===== src/core/spc_pkg.sv =====
// Constants and types for the power-mode and pixel-clock-edge controller
package spc_pkg;

	// Clock and widths
	localparam int CLK_HZ        = 10_000_000;
	localparam int CLK_PERIOD_NS = 100;
	localparam int DATA_W        = 16;
	localparam int FIFO_DEPTH    = 8;

	// Loss timeouts, least times rounded up to whole cycles
	localparam int         PCLK_TIMEOUT_NS    = 2000;
	localparam int         STREAM_TIMEOUT_NS  = 5000;
	localparam logic [7:0] PCLK_TIMEOUT_CYC   =
		8'((PCLK_TIMEOUT_NS + CLK_PERIOD_NS - 1) / CLK_PERIOD_NS);
	localparam logic [7:0] STREAM_TIMEOUT_CYC =
		8'((STREAM_TIMEOUT_NS + CLK_PERIOD_NS - 1) / CLK_PERIOD_NS);

	// Lock acquisition counts
	localparam logic [3:0] SER_LOCK_EDGES = 4'h8;
	localparam logic [3:0] DES_LOCK_WORDS = 4'h8;

	// Spread-spectrum modulation rates and triangle depth
	localparam int         SSC_RATE_MIN_HZ = 9000;
	localparam int         SSC_RATE_LO_HZ  = 25000;
	localparam int         SSC_RATE_HI_HZ  = 45000;
	localparam int         SSC_RATE_MAX_HZ = 66000;
	localparam int         SSC_TRI_STEPS   = 8;
	localparam logic [3:0] SSC_TRI_MAX     = 4'h8;
	localparam logic [7:0] SSC_STEP_CYC_0  = 8'(CLK_HZ / (SSC_RATE_MIN_HZ * 2 * SSC_TRI_STEPS));
	localparam logic [7:0] SSC_STEP_CYC_1  = 8'(CLK_HZ / (SSC_RATE_LO_HZ * 2 * SSC_TRI_STEPS));
	localparam logic [7:0] SSC_STEP_CYC_2  = 8'(CLK_HZ / (SSC_RATE_HI_HZ * 2 * SSC_TRI_STEPS));
	localparam logic [7:0] SSC_STEP_CYC_3  = 8'(CLK_HZ / (SSC_RATE_MAX_HZ * 2 * SSC_TRI_STEPS));

	// Output pixel clock and stagger window
	localparam logic [5:0] DES_HALF_BASE  = 6'h10;
	localparam int         STAGGER_GROUPS = 4;
	localparam int         STAGGER_GRP_W  = 4;
	localparam logic [1:0] STAGGER_LAST   = 2'h3;

	// Reset values
	localparam logic [7:0] LFSR_SEED = 8'h01;
	localparam logic [6:0] RD_RESET  = 7'h00;

	// Word on the serial link
	typedef struct packed {
		logic              ctrl;
		logic              inv;
		logic [DATA_W-1:0] data;
	} spc_link_word_type;

	localparam spc_link_word_type TX_STATIC_HIGH = '{ctrl: 1'b1, inv: 1'b1, data: 16'hFFFF};

	// Spread-spectrum settings
	typedef struct packed {
		logic       enable;
		logic [1:0] rate_sel;
		logic [1:0] dev_sel;
	} spc_ssc_cfg_type;

	typedef enum logic [1:0] {SER_OFF, SER_ACQUIRE, SER_ACTIVE, SER_ON_OSC} spc_ser_state_type;
	typedef enum logic [1:0] {DES_OFF, DES_SLEEP, DES_ACQUIRE, DES_LOCKED} spc_des_state_type;

endpackage : spc_pkg


===== src/core/spc_fifo.sv =====
// Synchronous valid/ready FIFO for captured pixel words
`timescale 1ns/100ps
`default_nettype none
module spc_fifo #(
	parameter int WIDTH = 16,
	parameter int DEPTH = 8
) (
	// Clock and flush
	input  wire logic             clk_i,
	input  wire logic             flush_i,
	// Filling side
	input  wire logic             in_valid_i,
	output logic                  in_ready_o,
	input  wire logic [WIDTH-1:0] in_data_i,
	// Draining side
	output logic                  out_valid_o,
	input  wire logic             out_ready_i,
	output logic      [WIDTH-1:0] out_data_o
);

	localparam int AW = $clog2(DEPTH);

	logic [WIDTH-1:0] mem [DEPTH];
	logic [AW-1:0]    wr_ptr_reg, wr_ptr_next;
	logic [AW-1:0]    rd_ptr_reg, rd_ptr_next;
	logic [AW:0]      count_reg, count_next;
	logic             push;
	logic             pop;

	// Full and empty come straight from the occupancy count
	assign in_ready_o  = (count_reg != (AW+1)'(DEPTH));
	assign out_valid_o = (count_reg != '0);
	assign out_data_o  = mem[rd_ptr_reg];
	assign push        = in_valid_i && in_ready_o;
	assign pop         = out_valid_o && out_ready_i;

	// Pointer and count update, wrapping for any depth
	always_comb
	begin
		wr_ptr_next = wr_ptr_reg;
		rd_ptr_next = rd_ptr_reg;
		count_next  = count_reg;
		if (push)
			wr_ptr_next = (wr_ptr_reg == AW'(DEPTH - 1)) ? '0 : wr_ptr_reg + AW'(1);
		if (pop)
			rd_ptr_next = (rd_ptr_reg == AW'(DEPTH - 1)) ? '0 : rd_ptr_reg + AW'(1);
		if (push && !pop)
			count_next = count_reg + (AW+1)'(1);
		else if (pop && !push)
			count_next = count_reg - (AW+1)'(1);
	end

	always_ff @(posedge clk_i)
	begin
		if (flush_i)
		begin
			wr_ptr_reg <= '0;
			rd_ptr_reg <= '0;
			count_reg  <= '0;
		end
		else
		begin
			wr_ptr_reg <= wr_ptr_next;
			rd_ptr_reg <= rd_ptr_next;
			count_reg  <= count_next;
		end
	end

	// Storage needs no reset; only counted words are ever read
	always_ff @(posedge clk_i)
	begin
		if (push)
			mem[wr_ptr_reg] <= in_data_i;
	end

endmodule : spc_fifo
`default_nettype wire


===== src/core/spc_power_edge_ctrl.sv =====
// Power modes, pixel-clock edges and output shaping for the serial link pair
`timescale 1ns/100ps
`default_nettype none
module spc_power_edge_ctrl
	import spc_pkg::*;
(
	// Clock and reset
	input  wire logic               ref_clk_i,
	input  wire logic               reset_i,
	// Serializer control
	input  wire logic               ser_powerdown_n_pin_i,
	input  wire logic               ser_auto_mode_i,
	input  wire logic               tx_clock_edge_select_i,
	// Serializer pixel input
	input  wire logic               pclk_i,
	input  wire logic [DATA_W-1:0]  pixel_data_i,
	// Serializer link output
	output spc_link_word_type       tx_word_o,
	output logic                    tx_valid_o,
	input  wire logic               tx_ready_i,
	// Serializer status
	output logic                    ser_locked_o,
	output logic                    ser_on_osc_o,
	output logic                    ser_overflow_o,
	output logic                    ser_fifo_ready_o,
	// Deserializer control
	input  wire logic               des_powerdown_n_pin_i,
	input  wire logic               des_auto_mode_i,
	input  wire logic               rx_clock_edge_select_i,
	input  wire logic               output_sleep_state_select_i,
	input  wire logic [2:0]         receive_equalizer_level_i,
	input  wire logic               stagger_enable_i,
	input  wire spc_ssc_cfg_type    spread_spectrum_clock_gen_i,
	// Deserializer link input
	input  wire spc_link_word_type  rx_word_i,
	input  wire logic               rx_valid_i,
	// Deserializer outputs
	output logic                    des_pclk_o,
	output logic      [DATA_W-1:0]  des_data_o,
	output logic                    des_lock_o,
	output logic                    des_powered_down_o,
	output logic      [2:0]         receive_equalizer_o
);

	// Ones count of a data word, for the balance decision
	function automatic logic [4:0] ones_count(input logic [DATA_W-1:0] w);
		logic [4:0] n;
		n = 5'h00;
		for (int i = 0; i < DATA_W; i++)
			n = n + 5'(w[i]);
		return n;
	endfunction : ones_count

	// Serializer state
	spc_ser_state_type ser_state_reg, ser_state_next;
	logic              pclk_prev_reg, pclk_prev_next;
	logic [7:0]        pclk_idle_reg, pclk_idle_next;
	logic [3:0]        ser_lock_cnt_reg, ser_lock_cnt_next;
	logic              overflow_reg, overflow_next;
	logic              fifo_ready_reg, fifo_ready_next;
	spc_link_word_type tx_word_reg, tx_word_next;
	logic              tx_valid_reg, tx_valid_next;
	logic [6:0]        rd_reg, rd_next;
	logic              ser_locked_reg, ser_locked_next;
	logic              on_osc_reg, on_osc_next;

	// Serializer helpers
	logic              pclk_toggle;
	logic              pclk_edge;
	logic              pclk_lost;
	logic              fifo_push;
	logic              fifo_pop;
	logic              fifo_flush;
	logic              fifo_in_ready;
	logic              fifo_out_valid;
	logic [DATA_W-1:0] fifo_out_data;
	logic              tx_free;
	logic [DATA_W-1:0] enc_data;
	logic [6:0]        enc_disp;
	logic              enc_inv;

	assign pclk_toggle = (pclk_i != pclk_prev_reg);
	assign pclk_edge   = tx_clock_edge_select_i ? (pclk_i && !pclk_prev_reg)
	                                            : (!pclk_i && pclk_prev_reg);
	assign pclk_lost   = (pclk_idle_reg == PCLK_TIMEOUT_CYC);
	assign fifo_push   = (ser_state_reg == SER_ACTIVE) && pclk_edge;
	assign tx_free     = !tx_valid_reg || tx_ready_i;
	assign fifo_pop    = (ser_state_reg == SER_ACTIVE) && tx_free && fifo_out_valid;
	assign fifo_flush  = reset_i || (ser_state_reg == SER_OFF);

	// Pixel words wait here while the link stalls; a full FIFO drops pixels
	spc_fifo #(
		.WIDTH (DATA_W),
		.DEPTH (FIFO_DEPTH)
	) u_pixel_fifo (
		.clk_i       (ref_clk_i),
		.flush_i     (fifo_flush),
		.in_valid_i  (fifo_push),
		.in_ready_o  (fifo_in_ready),
		.in_data_i   (pixel_data_i),
		.out_valid_o (fifo_out_valid),
		.out_ready_i (fifo_pop),
		.out_data_o  (fifo_out_data)
	);

	// Word to send: a pixel when active, an idle fill word otherwise
	always_comb
	begin
		enc_data = fifo_pop ? fifo_out_data : '0;
		enc_disp = 7'({1'b0, ones_count(enc_data), 1'b0}) - 7'h10;
		enc_inv  = (enc_disp != 7'h00) && (rd_reg[6] == enc_disp[6]);
	end

	// Serializer link state machine and transmit stage
	always_comb
	begin
		ser_state_next    = ser_state_reg;
		pclk_prev_next    = pclk_i;
		pclk_idle_next    = pclk_toggle ? 8'h00 : (pclk_lost ? pclk_idle_reg : pclk_idle_reg + 8'h01);
		ser_lock_cnt_next = ser_lock_cnt_reg;
		overflow_next     = overflow_reg || (fifo_push && !fifo_in_ready);
		fifo_ready_next   = fifo_in_ready;
		tx_word_next      = tx_word_reg;
		tx_valid_next     = tx_valid_reg && !tx_ready_i;
		rd_next           = rd_reg;
		case (ser_state_reg)
			SER_OFF:
			begin
				ser_state_next    = SER_ACQUIRE;
				ser_lock_cnt_next = 4'h0;
			end
			SER_ACQUIRE:
			begin
				if (pclk_lost && ser_auto_mode_i)
					ser_state_next = SER_ON_OSC;
				else if (pclk_edge)
				begin
					if (ser_lock_cnt_reg == SER_LOCK_EDGES - 4'h1)
						ser_state_next = SER_ACTIVE;
					else
						ser_lock_cnt_next = ser_lock_cnt_reg + 4'h1;
				end
			end
			SER_ACTIVE:
			begin
				if (pclk_lost)
				begin
					ser_state_next    = ser_auto_mode_i ? SER_ON_OSC : SER_ACQUIRE;
					ser_lock_cnt_next = 4'h0;
				end
			end
			SER_ON_OSC:
			begin
				if (pclk_toggle)
				begin
					ser_state_next    = SER_ACQUIRE;
					ser_lock_cnt_next = 4'h0;
				end
			end
			default:
				ser_state_next = SER_OFF;
		endcase
		// Idle words keep the far end locked while running on the oscillator
		if (ser_state_reg == SER_OFF)
		begin
			tx_word_next  = TX_STATIC_HIGH;
			tx_valid_next = 1'b0;
		end
		else if (tx_free && (fifo_pop || ser_state_reg != SER_ACTIVE))
		begin
			tx_word_next.ctrl = !fifo_pop;
			tx_word_next.inv  = enc_inv;
			tx_word_next.data = enc_inv ? ~enc_data : enc_data;
			tx_valid_next     = 1'b1;
			rd_next           = enc_inv ? rd_reg - enc_disp : rd_reg + enc_disp;
		end
		ser_locked_next = (ser_state_next == SER_ACTIVE);
		on_osc_next     = (ser_state_next == SER_ON_OSC);
	end

	// Powerdown pin clears the serializer at once, without the clock
	always_ff @(posedge ref_clk_i or negedge ser_powerdown_n_pin_i)
	begin
		if (!ser_powerdown_n_pin_i)
		begin
			ser_state_reg    <= SER_OFF;
			pclk_prev_reg    <= 1'b0;
			pclk_idle_reg    <= 8'h00;
			ser_lock_cnt_reg <= 4'h0;
			overflow_reg     <= 1'b0;
			fifo_ready_reg   <= 1'b0;
			tx_word_reg      <= TX_STATIC_HIGH;
			tx_valid_reg     <= 1'b0;
			rd_reg           <= RD_RESET;
			ser_locked_reg   <= 1'b0;
			on_osc_reg       <= 1'b0;
		end
		else if (reset_i)
		begin
			ser_state_reg    <= SER_OFF;
			pclk_prev_reg    <= 1'b0;
			pclk_idle_reg    <= 8'h00;
			ser_lock_cnt_reg <= 4'h0;
			overflow_reg     <= 1'b0;
			fifo_ready_reg   <= 1'b0;
			tx_word_reg      <= TX_STATIC_HIGH;
			tx_valid_reg     <= 1'b0;
			rd_reg           <= RD_RESET;
			ser_locked_reg   <= 1'b0;
			on_osc_reg       <= 1'b0;
		end
		else
		begin
			ser_state_reg    <= ser_state_next;
			pclk_prev_reg    <= pclk_prev_next;
			pclk_idle_reg    <= pclk_idle_next;
			ser_lock_cnt_reg <= ser_lock_cnt_next;
			overflow_reg     <= overflow_next;
			fifo_ready_reg   <= fifo_ready_next;
			tx_word_reg      <= tx_word_next;
			tx_valid_reg     <= tx_valid_next;
			rd_reg           <= rd_next;
			ser_locked_reg   <= ser_locked_next;
			on_osc_reg       <= on_osc_next;
		end
	end

	assign tx_word_o        = tx_word_reg;
	assign tx_valid_o       = tx_valid_reg;
	assign ser_locked_o     = ser_locked_reg;
	assign ser_on_osc_o     = on_osc_reg;
	assign ser_overflow_o   = overflow_reg;
	assign ser_fifo_ready_o = fifo_ready_reg;

	// Deserializer link state
	spc_des_state_type des_state_reg, des_state_next;
	logic [7:0]        rx_idle_reg, rx_idle_next;
	logic [3:0]        des_lock_cnt_reg, des_lock_cnt_next;
	logic [DATA_W-1:0] hold_reg, hold_next;
	logic              lock_out_reg, lock_out_next;
	logic              pd_out_reg, pd_out_next;
	logic [2:0]        eq_reg, eq_next;
	logic              stream_lost;

	assign stream_lost = (rx_idle_reg == STREAM_TIMEOUT_CYC);

	// Receiver lock tracking; data is only taken once locked
	always_comb
	begin
		des_state_next    = des_state_reg;
		rx_idle_next      = rx_valid_i ? 8'h00 : (stream_lost ? rx_idle_reg : rx_idle_reg + 8'h01);
		des_lock_cnt_next = des_lock_cnt_reg;
		hold_next         = hold_reg;
		case (des_state_reg)
			DES_OFF:
			begin
				des_state_next    = DES_ACQUIRE;
				des_lock_cnt_next = 4'h0;
			end
			DES_SLEEP:
			begin
				if (rx_valid_i)
				begin
					des_state_next    = DES_ACQUIRE;
					des_lock_cnt_next = 4'h0;
				end
			end
			DES_ACQUIRE:
			begin
				if (stream_lost && des_auto_mode_i)
					des_state_next = DES_SLEEP;
				else if (rx_valid_i)
				begin
					if (des_lock_cnt_reg == DES_LOCK_WORDS - 4'h1)
						des_state_next = DES_LOCKED;
					else
						des_lock_cnt_next = des_lock_cnt_reg + 4'h1;
				end
			end
			DES_LOCKED:
			begin
				if (stream_lost)
				begin
					des_state_next    = des_auto_mode_i ? DES_SLEEP : DES_ACQUIRE;
					des_lock_cnt_next = 4'h0;
				end
				else if (rx_valid_i && !rx_word_i.ctrl)
					hold_next = rx_word_i.inv ? ~rx_word_i.data : rx_word_i.data;
			end
			default:
				des_state_next = DES_OFF;
		endcase
		lock_out_next = (des_state_next == DES_LOCKED);
		pd_out_next   = (des_state_next == DES_OFF) || (des_state_next == DES_SLEEP);
		// The equalizer rests while the receiver is powered down
		eq_next       = pd_out_next ? 3'h0 : receive_equalizer_level_i;
	end

	always_ff @(posedge ref_clk_i or negedge des_powerdown_n_pin_i)
	begin
		if (!des_powerdown_n_pin_i)
		begin
			des_state_reg    <= DES_OFF;
			rx_idle_reg      <= 8'h00;
			des_lock_cnt_reg <= 4'h0;
			hold_reg         <= '0;
			lock_out_reg     <= 1'b0;
			pd_out_reg       <= 1'b1;
			eq_reg           <= 3'h0;
		end
		else if (reset_i)
		begin
			des_state_reg    <= DES_OFF;
			rx_idle_reg      <= 8'h00;
			des_lock_cnt_reg <= 4'h0;
			hold_reg         <= '0;
			lock_out_reg     <= 1'b0;
			pd_out_reg       <= 1'b1;
			eq_reg           <= 3'h0;
		end
		else
		begin
			des_state_reg    <= des_state_next;
			rx_idle_reg      <= rx_idle_next;
			des_lock_cnt_reg <= des_lock_cnt_next;
			hold_reg         <= hold_next;
			lock_out_reg     <= lock_out_next;
			pd_out_reg       <= pd_out_next;
			eq_reg           <= eq_next;
		end
	end

	// Deserializer output shaping state
	logic              pclk_out_reg, pclk_out_next;
	logic [5:0]        half_cnt_reg, half_cnt_next;
	logic [DATA_W-1:0] data_out_reg, data_out_next;
	logic [DATA_W-1:0] stg_word_reg, stg_word_next;
	logic [7:0]        stg_delay_reg, stg_delay_next;
	logic [1:0]        stg_cnt_reg, stg_cnt_next;
	logic              stg_busy_reg, stg_busy_next;
	logic [7:0]        lfsr_reg, lfsr_next;
	logic [3:0]        tri_reg, tri_next;
	logic              tri_up_reg, tri_up_next;
	logic [7:0]        step_cnt_reg, step_cnt_next;
	logic [7:0]        step_len;
	logic [6:0]        ssc_prod;
	logic [5:0]        half_len;
	logic              half_done;
	logic              launch;

	// Spread spectrum stretches the half period along a triangle
	always_comb
	begin
		if (spread_spectrum_clock_gen_i.rate_sel == 2'h0)
			step_len = SSC_STEP_CYC_0;
		else if (spread_spectrum_clock_gen_i.rate_sel == 2'h1)
			step_len = SSC_STEP_CYC_1;
		else if (spread_spectrum_clock_gen_i.rate_sel == 2'h2)
			step_len = SSC_STEP_CYC_2;
		else
			step_len = SSC_STEP_CYC_3;
		ssc_prod = 7'(tri_reg) * (7'(spread_spectrum_clock_gen_i.dev_sel) + 7'h01);
		half_len = DES_HALF_BASE;
		if (spread_spectrum_clock_gen_i.enable)
			half_len = DES_HALF_BASE + 6'(ssc_prod[6:3]);
	end

	assign half_done = (half_cnt_reg >= half_len - 6'h01);
	// New data goes out on the edge opposite the strobe edge
	assign launch    = half_done && (pclk_out_reg == rx_clock_edge_select_i);

	always_comb
	begin
		pclk_out_next  = pclk_out_reg;
		half_cnt_next  = half_cnt_reg;
		data_out_next  = data_out_reg;
		stg_word_next  = stg_word_reg;
		stg_delay_next = stg_delay_reg;
		stg_cnt_next   = stg_cnt_reg;
		stg_busy_next  = stg_busy_reg;
		lfsr_next      = {lfsr_reg[6:0], lfsr_reg[7] ^ lfsr_reg[5] ^ lfsr_reg[4] ^ lfsr_reg[3]};
		tri_next       = tri_reg;
		tri_up_next    = tri_up_reg;
		step_cnt_next  = step_cnt_reg + 8'h01;
		if (step_cnt_reg >= step_len - 8'h01)
		begin
			step_cnt_next = 8'h00;
			if (tri_up_reg)
			begin
				tri_next    = tri_reg + 4'h1;
				tri_up_next = (tri_reg + 4'h1 != SSC_TRI_MAX);
			end
			else
			begin
				tri_next    = tri_reg - 4'h1;
				tri_up_next = (tri_reg == 4'h1);
			end
		end
		if (pd_out_reg)
		begin
			pclk_out_next = output_sleep_state_select_i;
			data_out_next = {DATA_W{output_sleep_state_select_i}};
			half_cnt_next = 6'h00;
			stg_busy_next = 1'b0;
		end
		else if (!lock_out_reg)
		begin
			// No valid data is shown until lock is reported
			pclk_out_next = 1'b0;
			data_out_next = '0;
			half_cnt_next = 6'h00;
			stg_busy_next = 1'b0;
		end
		else
		begin
			half_cnt_next = half_done ? 6'h00 : half_cnt_reg + 6'h01;
			if (half_done)
				pclk_out_next = !pclk_out_reg;
			// Each nibble lands at its own random offset in the window
			if (stg_busy_reg)
			begin
				for (int g = 0; g < STAGGER_GROUPS; g++)
					if (stg_delay_reg[2*g +: 2] == stg_cnt_reg)
						data_out_next[STAGGER_GRP_W*g +: STAGGER_GRP_W] =
							stg_word_reg[STAGGER_GRP_W*g +: STAGGER_GRP_W];
				stg_cnt_next  = stg_cnt_reg + 2'h1;
				stg_busy_next = (stg_cnt_reg != STAGGER_LAST);
			end
			if (launch)
			begin
				stg_word_next  = hold_reg;
				stg_delay_next = stagger_enable_i ? lfsr_reg : 8'h00;
				stg_cnt_next   = 2'h0;
				stg_busy_next  = 1'b1;
			end
		end
	end

	always_ff @(posedge ref_clk_i or negedge des_powerdown_n_pin_i)
	begin
		if (!des_powerdown_n_pin_i)
		begin
			pclk_out_reg  <= 1'b0;
			half_cnt_reg  <= 6'h00;
			data_out_reg  <= '0;
			stg_word_reg  <= '0;
			stg_delay_reg <= 8'h00;
			stg_cnt_reg   <= 2'h0;
			stg_busy_reg  <= 1'b0;
			lfsr_reg      <= LFSR_SEED;
			tri_reg       <= 4'h0;
			tri_up_reg    <= 1'b1;
			step_cnt_reg  <= 8'h00;
		end
		else if (reset_i)
		begin
			pclk_out_reg  <= 1'b0;
			half_cnt_reg  <= 6'h00;
			data_out_reg  <= '0;
			stg_word_reg  <= '0;
			stg_delay_reg <= 8'h00;
			stg_cnt_reg   <= 2'h0;
			stg_busy_reg  <= 1'b0;
			lfsr_reg      <= LFSR_SEED;
			tri_reg       <= 4'h0;
			tri_up_reg    <= 1'b1;
			step_cnt_reg  <= 8'h00;
		end
		else
		begin
			pclk_out_reg  <= pclk_out_next;
			half_cnt_reg  <= half_cnt_next;
			data_out_reg  <= data_out_next;
			stg_word_reg  <= stg_word_next;
			stg_delay_reg <= stg_delay_next;
			stg_cnt_reg   <= stg_cnt_next;
			stg_busy_reg  <= stg_busy_next;
			lfsr_reg      <= lfsr_next;
			tri_reg       <= tri_next;
			tri_up_reg    <= tri_up_next;
			step_cnt_reg  <= step_cnt_next;
		end
	end

	assign des_pclk_o          = pclk_out_reg;
	assign des_data_o          = data_out_reg;
	assign des_lock_o          = lock_out_reg;
	assign des_powered_down_o  = pd_out_reg;
	assign receive_equalizer_o = eq_reg;

endmodule : spc_power_edge_ctrl
`default_nettype wire


===== config.mk =====
export PLATFORM = sky130hd
export DESIGN_NAME = spc_power_edge_ctrl
export DESIGN_NICKNAME = d
export VERILOG_FILES = /design/src/core/spc_pkg.sv /design/src/core/spc_fifo.sv /design/src/core/spc_power_edge_ctrl.sv
export SDC_FILE = /design/constraint.sdc
export NUM_CORES = 1
export LEC_CHECK = 0
export ABC_CLOCK_PERIOD_IN_PS = 11150
export BUFFER_PORTS_ARGS = -buffer_cell sky130_fd_sc_hd__buf_2
export CAP_MARGIN = 20
export CORE_MARGIN = 4
export CORE_UTILIZATION = 40
export CTS_CLUSTER_DIAMETER = 100
export DETAILED_ROUTE_END_ITERATION = 16
export SLEW_MARGIN = 20
export SYNTH_ARGS = -nofsm -noshare
export SYNTH_HDL_FRONTEND = slang
export SYNTH_SLANG_ARGS = --single-unit

===== constraint.sdc =====
create_clock -name ref_clk_i -period 11.15 [get_ports ref_clk_i]
set_input_delay 2.23 -clock ref_clk_i [delete_from_list [all_inputs] [get_ports ref_clk_i]]
set_output_delay 2.23 -clock ref_clk_i [all_outputs]
set_load 0.01 [all_outputs]

==> impl_metrics.csv, run 1 <==
group,metric,value,unit
global_routing,grt_util_met2,26.1,%
yosys,synth_edf_count,128,
yosys,yosysWarningCount,0,
yosys,ys_dominant_reg_cell,"sky130_fd_sc_hd__dfrtp_1",
drt,dr.first_iter.drc_count,419,
global_routing,largest_net_degree_at_the_start_of_global_routing,75,
layout,top_register,"u_pixel_fifo.mem",
sta,grt_setup_unrepaired,"no",
sta,final-max-slew-violation-count,0,
setup_path,critPathCaptureType,"flip-flop",
global_routing,grt_antenna_before_repair,1,
global_routing,grt_remaining_overflow,0,
layout,multi_input_comb_area,5700,um2
placement,dpl.hpwl,19.4,mm
die,placeableCoreArea,34600,um2
die,die_area,38200,um2
setup_path,path_buf_inv,8,
layout,layout-drive-gt1-share,19.6,%
drt,route.detailed.drc,0,
worst_hold_path,worstHoldPathType,"reg -> reg",
global_routing,gr-max-usage-layer,"met2",
yosys,avgSynthCellArea,12.0,um2
die,initial_utilization,40.6,%
die,boundaryPins,100,
yosys,postSynth.asyncResetShare,51.5,%
drt,routed_wirelength,29.5,mm
clock_tree,post_cts.repair.setup_buffers,0,
clock_tree,clk_transition_reported_paths,0.06,ns
die,die-height,195,um
worst_hold_path,min-delay-start,"des_data_o[11]",
layout,finish.net_count,1382,
clock_tree,clk_path_buf_depth,3,
flow_run,max-cap-violations,0,
sta,layout_setup_ws,2.07,ns
sta,clock-skew-final,0.0138,ns
die,die_width,195,um
sta,report.final.hold_viol_count,0,
clock_tree,post_cts.resized_instances,0,
setup_path,worstRegToRegCells,28,
setup_path,worstReg2RegEnd,"rd_reg[6]",
placement,place.gp.congestion,0.787,
yosys,syn-cell-area,14000,um2
sta,slew_headroom,30.8,%
yosys,ys_ff_latch,291,
layout,num-fill-cells,3147,
drt,wl_per_cell,16.9,um
worst_hold_path,whs_path_depth,2,
setup_path,crit_path_start_kind,"input port",
setup_path,data_required_time_at_the_worst_endpoint,11.55,ns
sta,post-route-period-util,81.5,%
setup_path,highest_delay_cell_along_the_critical_path,"sky130_fd_sc_hd__fa_1",
worst_hold_path,hold_path_end,"des_data_o[11]",
drt,number_of_vias_in_the_routed_layout,9011,
clock_tree,ctsHtreeMaxLevel,2,
clock_tree,tritoncts,"done",
global_routing,grt_pass1_wl,48.2,mm
clock_tree,hold_buffer_count_at_cts,0,
placement,post-place-ws,1.49,ns
clock_tree,cts-buffers-inserted,34,
clock_tree,cts.root.buffer_cell,"sky130_fd_sc_hd__clkbuf_16",
pwr,report.power.total,0.00235,W
global_routing,met3_usage,3.23,%
layout,antennaDiodeCount,0,
drt,final_antenna_net_count,0,
layout,final_cell_mix,"sky130_fd_sc_hd__dfrtp_1 (129), sky130_fd_sc_hd__edfxtp_1 (128), sky130_fd_sc_hd__nor2_1 (106)",
setup_path,critical_path_peak_fanout,20,
setup_path,critPathLaunch,"tx_ready_i",
yosys,post_synth_inst_count,1170,
status,outcome,"finished clean",
drt,drt_pre_antenna_iters,7,
setup_path,regToRegSetupSlack,2.62,ns
pwr,power_density,146,nW/um2
sta,post-route-min-period,9.08,ns
layout,most_common_library_cell_in_the_layout_ignoring_fill_and_taps,"sky130_fd_sc_hd__dfrtp_1",
pwr,ir_drop,0.127,mV
die,core.rowCount,68,
layout,area_growth_synth_to_finish,14.5,%
layout,regArea,7890,um2
placement,port_buffers,99,
global_routing,grt_pass1_vias,9224,
setup_path,timing.critical_path.max_delay_family,"adder cells",
setup_path,critPathMaxStageDelay,0.54,ns
sta,setup_viol_count_final,0,
global_routing,globalRouteMet1Util,19.9,%
yosys,synth_seq_area_share,56.1,%
setup_path,critPathArrivalTime,9.48,ns
global_routing,globalRouteTotalUtil,15.3,%
pwr,leakagePower,6.31,nW
clock_tree,clock_sink_total,291,
sta,total_negative_slack,0,ns
setup_path,critPathKind,"in -> reg",
clock_tree,insertion_delay,0.51,ns
layout,number_of_flip_flops_in_the_largest_register,128,
sta,tightestPinTransition,1.03,ns
sta,max_clock_freq,0.110,GHz
yosys,syn-num-nets,1289,
yosys,netlist_cell_types,75,
drt,routed_via_density,5.17,
[area by class of cell]
cell class              instances  share of cell area, %
clock buffers                  48                   5.74
clock inverters                13                   1.03
inverters                      58                   1.35
multi-input cells             762                   35.4
flip-flops and latches        291                   49.0
well taps                     455                   3.54
repair buffers                116                   3.90
[cell families after synthesis]
logic type,synth area share (%)
mux,7.51
flops,56.1
compound gates,10.1
simple gates,11.2
fa+ha+maj,6.50
xor+xnor,5.00
buf+inv,3.56
[per-layer routing]
metal | up-vias | share of wire [%]
li1 | 4383 | -
met1 | 4441 | 44
met2 | 139 | 49
met3 | 46 | 4.4
met4 | 2 | 2.2
met5 | - | 0.024
[metrics by stage]
stage	util, %	cell area, um2	hold WS, ns	std cells
6_report	46.5	16100	0.470	1743
5_1_grt	46.5	16100	0.500	1743
4_1_cts	46.5	16100	0.476	1743
3_5_place_dp	43.3	15000	0.464	1682
3_3_place_gp	43.3	15000	0.457	1682
2_1_floorplan	-	14000	0.445	1170
[how the worst max path moves through the flow]
stage	slack, ns	depth (start not counted)	end
final	2.07	29	rd_reg[6]
after detailed placement	1.49	29	rd_reg[6]
after CTS	2.03	29	rd_reg[6]
after global placement	1.73	29	rd_reg[6]
after floorplan	2.27	29	rd_reg[6]
after global routing	1.59	29	rd_reg[6]
[power breakdown]
group	switching (W)	internal, W
clock network	0.000432	0.000652
logic	0.0000711	0.0000427
registers	0.0000134	0.00114
total	0.000517	0.00183
[synth_stat cells, types with 6 or more instances]
cell | number | area [um2]
sky130_fd_sc_hd__dfrtp_1 | 129 | 3230
sky130_fd_sc_hd__edfxtp_1 | 128 | 3840
sky130_fd_sc_hd__nor2_1 | 106 | 398
sky130_fd_sc_hd__a21oi_1 | 91 | 455
sky130_fd_sc_hd__nand2_1 | 69 | 259
sky130_fd_sc_hd__xnor2_1 | 58 | 508
sky130_fd_sc_hd__inv_1 | 56 | 210
sky130_fd_sc_hd__o21ai_0 | 54 | 270
sky130_fd_sc_hd__ha_1 | 49 | 613
sky130_fd_sc_hd__nand3_1 | 38 | 190
sky130_fd_sc_hd__mux4_2 | 32 | 721
sky130_fd_sc_hd__clkbuf_1 | 31 | 116
sky130_fd_sc_hd__dfstp_2 | 21 | 552
sky130_fd_sc_hd__mux2i_1 | 21 | 210
sky130_fd_sc_hd__nand2b_1 | 19 | 119
sky130_fd_sc_hd__xor2_1 | 19 | 166
sky130_fd_sc_hd__a211oi_1 | 18 | 135
sky130_fd_sc_hd__o31ai_1 | 18 | 135
sky130_fd_sc_hd__fa_1 | 15 | 300
sky130_fd_sc_hd__nor3_1 | 15 | 75.1
sky130_fd_sc_hd__nor2b_1 | 14 | 87.6
sky130_fd_sc_hd__dfxtp_1 | 13 | 260
sky130_fd_sc_hd__a21o_1 | 12 | 90.1
sky130_fd_sc_hd__nand4_1 | 12 | 75.1
sky130_fd_sc_hd__buf_2 | 11 | 55.1
sky130_fd_sc_hd__and2_1 | 9 | 56.3
sky130_fd_sc_hd__mux2_2 | 9 | 101
sky130_fd_sc_hd__buf_1 | 8 | 30.0
sky130_fd_sc_hd__and3_1 | 7 | 43.8
sky130_fd_sc_hd__nor4_1 | 6 | 37.5
sky130_fd_sc_hd__o22a_1 | 6 | 52.6
[worst reg2reg max path, delay by kind of cell, from the launching register on]
| kind | cells | cell delay (ns) |
|---|---|---|
| compound gates | 4 | 0.96 |
| fa+ha+maj | 8 | 3.23 |
| buf+inv | 7 | 1.09 |
| flops | 1 | 0.78 |
| mux | 4 | 1.44 |
| simple gates | 5 | 0.91 |
Note: power is estimated with default switching activity, not from simulation.
==> inputs of run 2 (changes only) <==
ABC_AREA = 1   (was default)
ABC_CLOCK_PERIOD_IN_PS = 8000   (was 11150)
clock period = 8 ns   (was 11.15 ns; I/O delays follow)
==> impl_metrics.csv, run 2 <==
group,metric,value,unit
status,outcome,"finished clean",
sta,setup_viol_count_final,0,
layout,layout-drive-gt1-share,14.2,%
drt,number_of_vias_in_the_routed_layout,10400,
drt,dr.first_iter.drc_count,611,
sta,max_clock_freq,0.140,GHz
setup_path,critPathCaptureType,"flip-flop",
sta,post-route-min-period,7.15,ns
layout,antennaDiodeCount,0,
clock_tree,clk_transition_reported_paths,0.06,ns
clock_tree,post_cts.repair.setup_buffers,0,
yosys,yosysWarningCount,0,
yosys,synth_seq_area_share,55.4,%
die,placeableCoreArea,34800,um2
layout,number_of_non_filler_instances_in_the_completed_layout,2075,
layout,num-fill-cells,3294,
clock_tree,clk_path_buf_depth,3,
global_routing,grt_pass1_wl,52.1,mm
sta,clock-skew-final,0.0130,ns
sta,report.final.hold_viol_count,0,
global_routing,grt_pass1_vias,9998,
yosys,postSynth.asyncResetShare,51.5,%
setup_path,crit_path_start_kind,"input port",
drt,route.detailed.drc,0,
die,initial_utilization,40.9,%
clock_tree,cts.root.buffer_cell,"sky130_fd_sc_hd__clkbuf_16",
layout,finish.net_count,1715,
sta,layout_setup_ws,0.847,ns
placement,place.gp.congestion,0.792,
placement,post-place-ws,0.225,ns
setup_path,data_required_time_at_the_worst_endpoint,8.44,ns
drt,routed_via_density,5.02,
yosys,avgSynthCellArea,9.50,um2
layout,area_growth_synth_to_finish,14.1,%
die,die_width,197,um
sta,post-route-period-util,89.4,%
yosys,syn-num-nets,1617,
sta,total_negative_slack,0,ns
die,core.rowCount,68,
clock_tree,hold_buffer_count_at_cts,0,
layout,top_register,"u_pixel_fifo.mem",
yosys,synth.most_common_cell,"sky130_fd_sc_hd__nand2_1",
layout,final_cell_mix,"sky130_fd_sc_hd__nand2_1 (264), sky130_fd_sc_hd__nor2_1 (174), sky130_fd_sc_hd__inv_1 (156)",
placement,dpl.hpwl,21.2,mm
clock_tree,cts-buffers-inserted,31,
sta,final-max-slew-violation-count,0,
yosys,netlist_cell_types,51,
sta,tightestPinTransition,0.931,ns
placement,placed_cells,2018,
drt,routed_wirelength,31.4,mm
pwr,ir_drop,0.167,mV
global_routing,globalRouteTotalUtil,16.3,%
placement,port_buffers,99,
global_routing,grt_antenna_before_repair,1,
clock_tree,ctsHtreeMaxLevel,1,
setup_path,timing.critical_path.max_delay_family,"adder cells",
setup_path,critPathKind,"in -> reg",
clock_tree,tritoncts,"done",
die,boundaryPins,100,
layout,number_of_flip_flops_in_the_largest_register,128,
yosys,post_synth_inst_count,1498,
drt,final_antenna_net_count,0,
setup_path,critical_path_peak_fanout,15,
yosys,synth_common_cells,"sky130_fd_sc_hd__nand2_1 (264), sky130_fd_sc_hd__nor2_1 (174), sky130_fd_sc_hd__inv_1 (156), sky130_fd_sc_hd__dfrtp_1 (129), sky130_fd_sc_hd__edfxtp_1 (128)",
layout,most_common_library_cell_in_the_layout_ignoring_fill_and_taps,"sky130_fd_sc_hd__nand2_1",
yosys,synthTopCellsByArea,"sky130_fd_sc_hd__edfxtp_1 (27%), sky130_fd_sc_hd__dfrtp_1 (23%), sky130_fd_sc_hd__nand2_1 (7.0%)",
setup_path,highest_delay_cell_along_the_critical_path,"sky130_fd_sc_hd__fa_1",
setup_path,critPathMaxStageDelay,0.59,ns
sta,grt_setup_unrepaired,"no",
global_routing,largest_net_degree_at_the_start_of_global_routing,65,
worst_hold_path,worstHoldPathType,"reg -> reg",
yosys,ys_ff_latch,291,
global_routing,grt_remaining_overflow,0,
yosys,ys_dominant_reg_cell,"sky130_fd_sc_hd__dfrtp_1",
drt,drt_pre_antenna_iters,5,
yosys,synth_area_leader_cell,"sky130_fd_sc_hd__edfxtp_1",
pwr,power_density,208,nW/um2
yosys,post-synth-top-area-fraction,27.0,%
yosys,synth_edf_count,128,
pwr,leakagePower,7.16,nW
sta,slew_headroom,37.7,%
setup_path,critical_path.most_common_cell,"sky130_fd_sc_hd__inv_1",
die,die-height,197,um
clock_tree,insertion_delay,0.56,ns
clock_tree,post_cts.resized_instances,0,
flow_run,max-cap-violations,0,
setup_path,path_buf_inv,7,
pwr,report.power.total,0.00337,W
die,die_area,38700,um2
setup_path,critPathArrivalTime,7.60,ns
yosys,syn-cell-area,14200,um2
drt,wl_per_cell,15.1,um
clock_tree,clock_sink_total,291,
==> run 2: changes by cell type in the layout (fill, tap and decap cells not counted), moves of 14 or more <==
cell                       previous run  this run
sky130_fd_sc_hd__nand2_1             69       264
sky130_fd_sc_hd__inv_1               56       156
sky130_fd_sc_hd__nand3_1             38       114
sky130_fd_sc_hd__nor2_1             106       174
sky130_fd_sc_hd__o21ai_0             54       115
sky130_fd_sc_hd__a21oi_1             91        34
sky130_fd_sc_hd__o211ai_1             0        33
sky130_fd_sc_hd__mux4_2              32         0
sky130_fd_sc_hd__xnor2_1             58        28
sky130_fd_sc_hd__nor3_1              10        32
sky130_fd_sc_hd__mux2i_1             21         0
sky130_fd_sc_hd__a211oi_1            18         2
sky130_fd_sc_hd__nand2b_1            19         4
sky130_fd_sc_hd__nor2b_1             14         0
==> run 2: area by class of cell <==
class	count	area (um2)	share of cell area, %
well taps	455	569	3.51
clock inverters	14	194	1.19
repair buffers	118	641	3.94
multi-input cells	981	5430	33.4
flip-flops and latches	291	7890	48.6
inverters	173	649	4.00
clock buffers	43	871	5.36
==> run 2: stage by stage <==
stage	utilization, %	area [um2]	hold slack, ns
finish	46.7	16200	0.467
global route	46.7	16200	0.490
CTS	46.7	16200	0.467
detailed placement	43.6	15200	0.459
global placement	43.6	15200	0.446
floorplan	-	14200	0.432
==> run 2: cell families after synthesis <==
kind of cell	count (synthesis)	share of synthesized area, %
adders and majority gates	64	6.42
buffers and inverters	226	6.48
AOI/OAI and AO/OA	233	9.47
and+or+nand+nor	638	19.4
DFF	291	55.4
xor gates and xnor gates	46	2.83
==> run 2: final timing paths <==
kind                                        from               to  slack (ns)  cells after the start
max                                   tx_ready_i        rd_reg[6]        0.85                     31
min                              step_cnt_reg[0]  step_cnt_reg[0]        0.47                      1
max reg2reg                            flip-flop        rd_reg[6]        1.24                     32
min reg2reg                      step_cnt_reg[0]  step_cnt_reg[0]        0.47                      1
max in group asynchronous  des_powerdown_n_pin_i     hold_reg[13]        5.81                      2
min in group asynchronous  des_powerdown_n_pin_i  step_cnt_reg[7]        1.08                      1
==> run 2: worst register-to-register path, delay by kind of cell (launching register included) <==
kind / cells / cell delay (ns)
flops: 1 / 0.32
simple gates: 13 / 1.24
compound gates: 2 / 0.44
buf+inv: 8 / 1.24
xor+xnor: 1 / 0.17
fa+ha+maj: 8 / 3.23
==> run 2: where the power goes <==
part | internal (W) | switching, W | total, W
Clock | 0.000915 | 0.000572 | 0.00149
Sequential | 0.00160 | 0.0000287 | 0.00163
Combinational | 0.0000920 | 0.000168 | 0.000260
==> run 2: per-layer routing <==
layer	GRT usage [%]	wire (um)	up-vias	part of all wire, %
li1	-	-	5208	-
met1	21.6	13800	4937	44
met2	28.4	15300	218	49
met3	2.84	1530	47	4.9
met4	3.24	639	2	2.0
met5	0	13	-	0.041
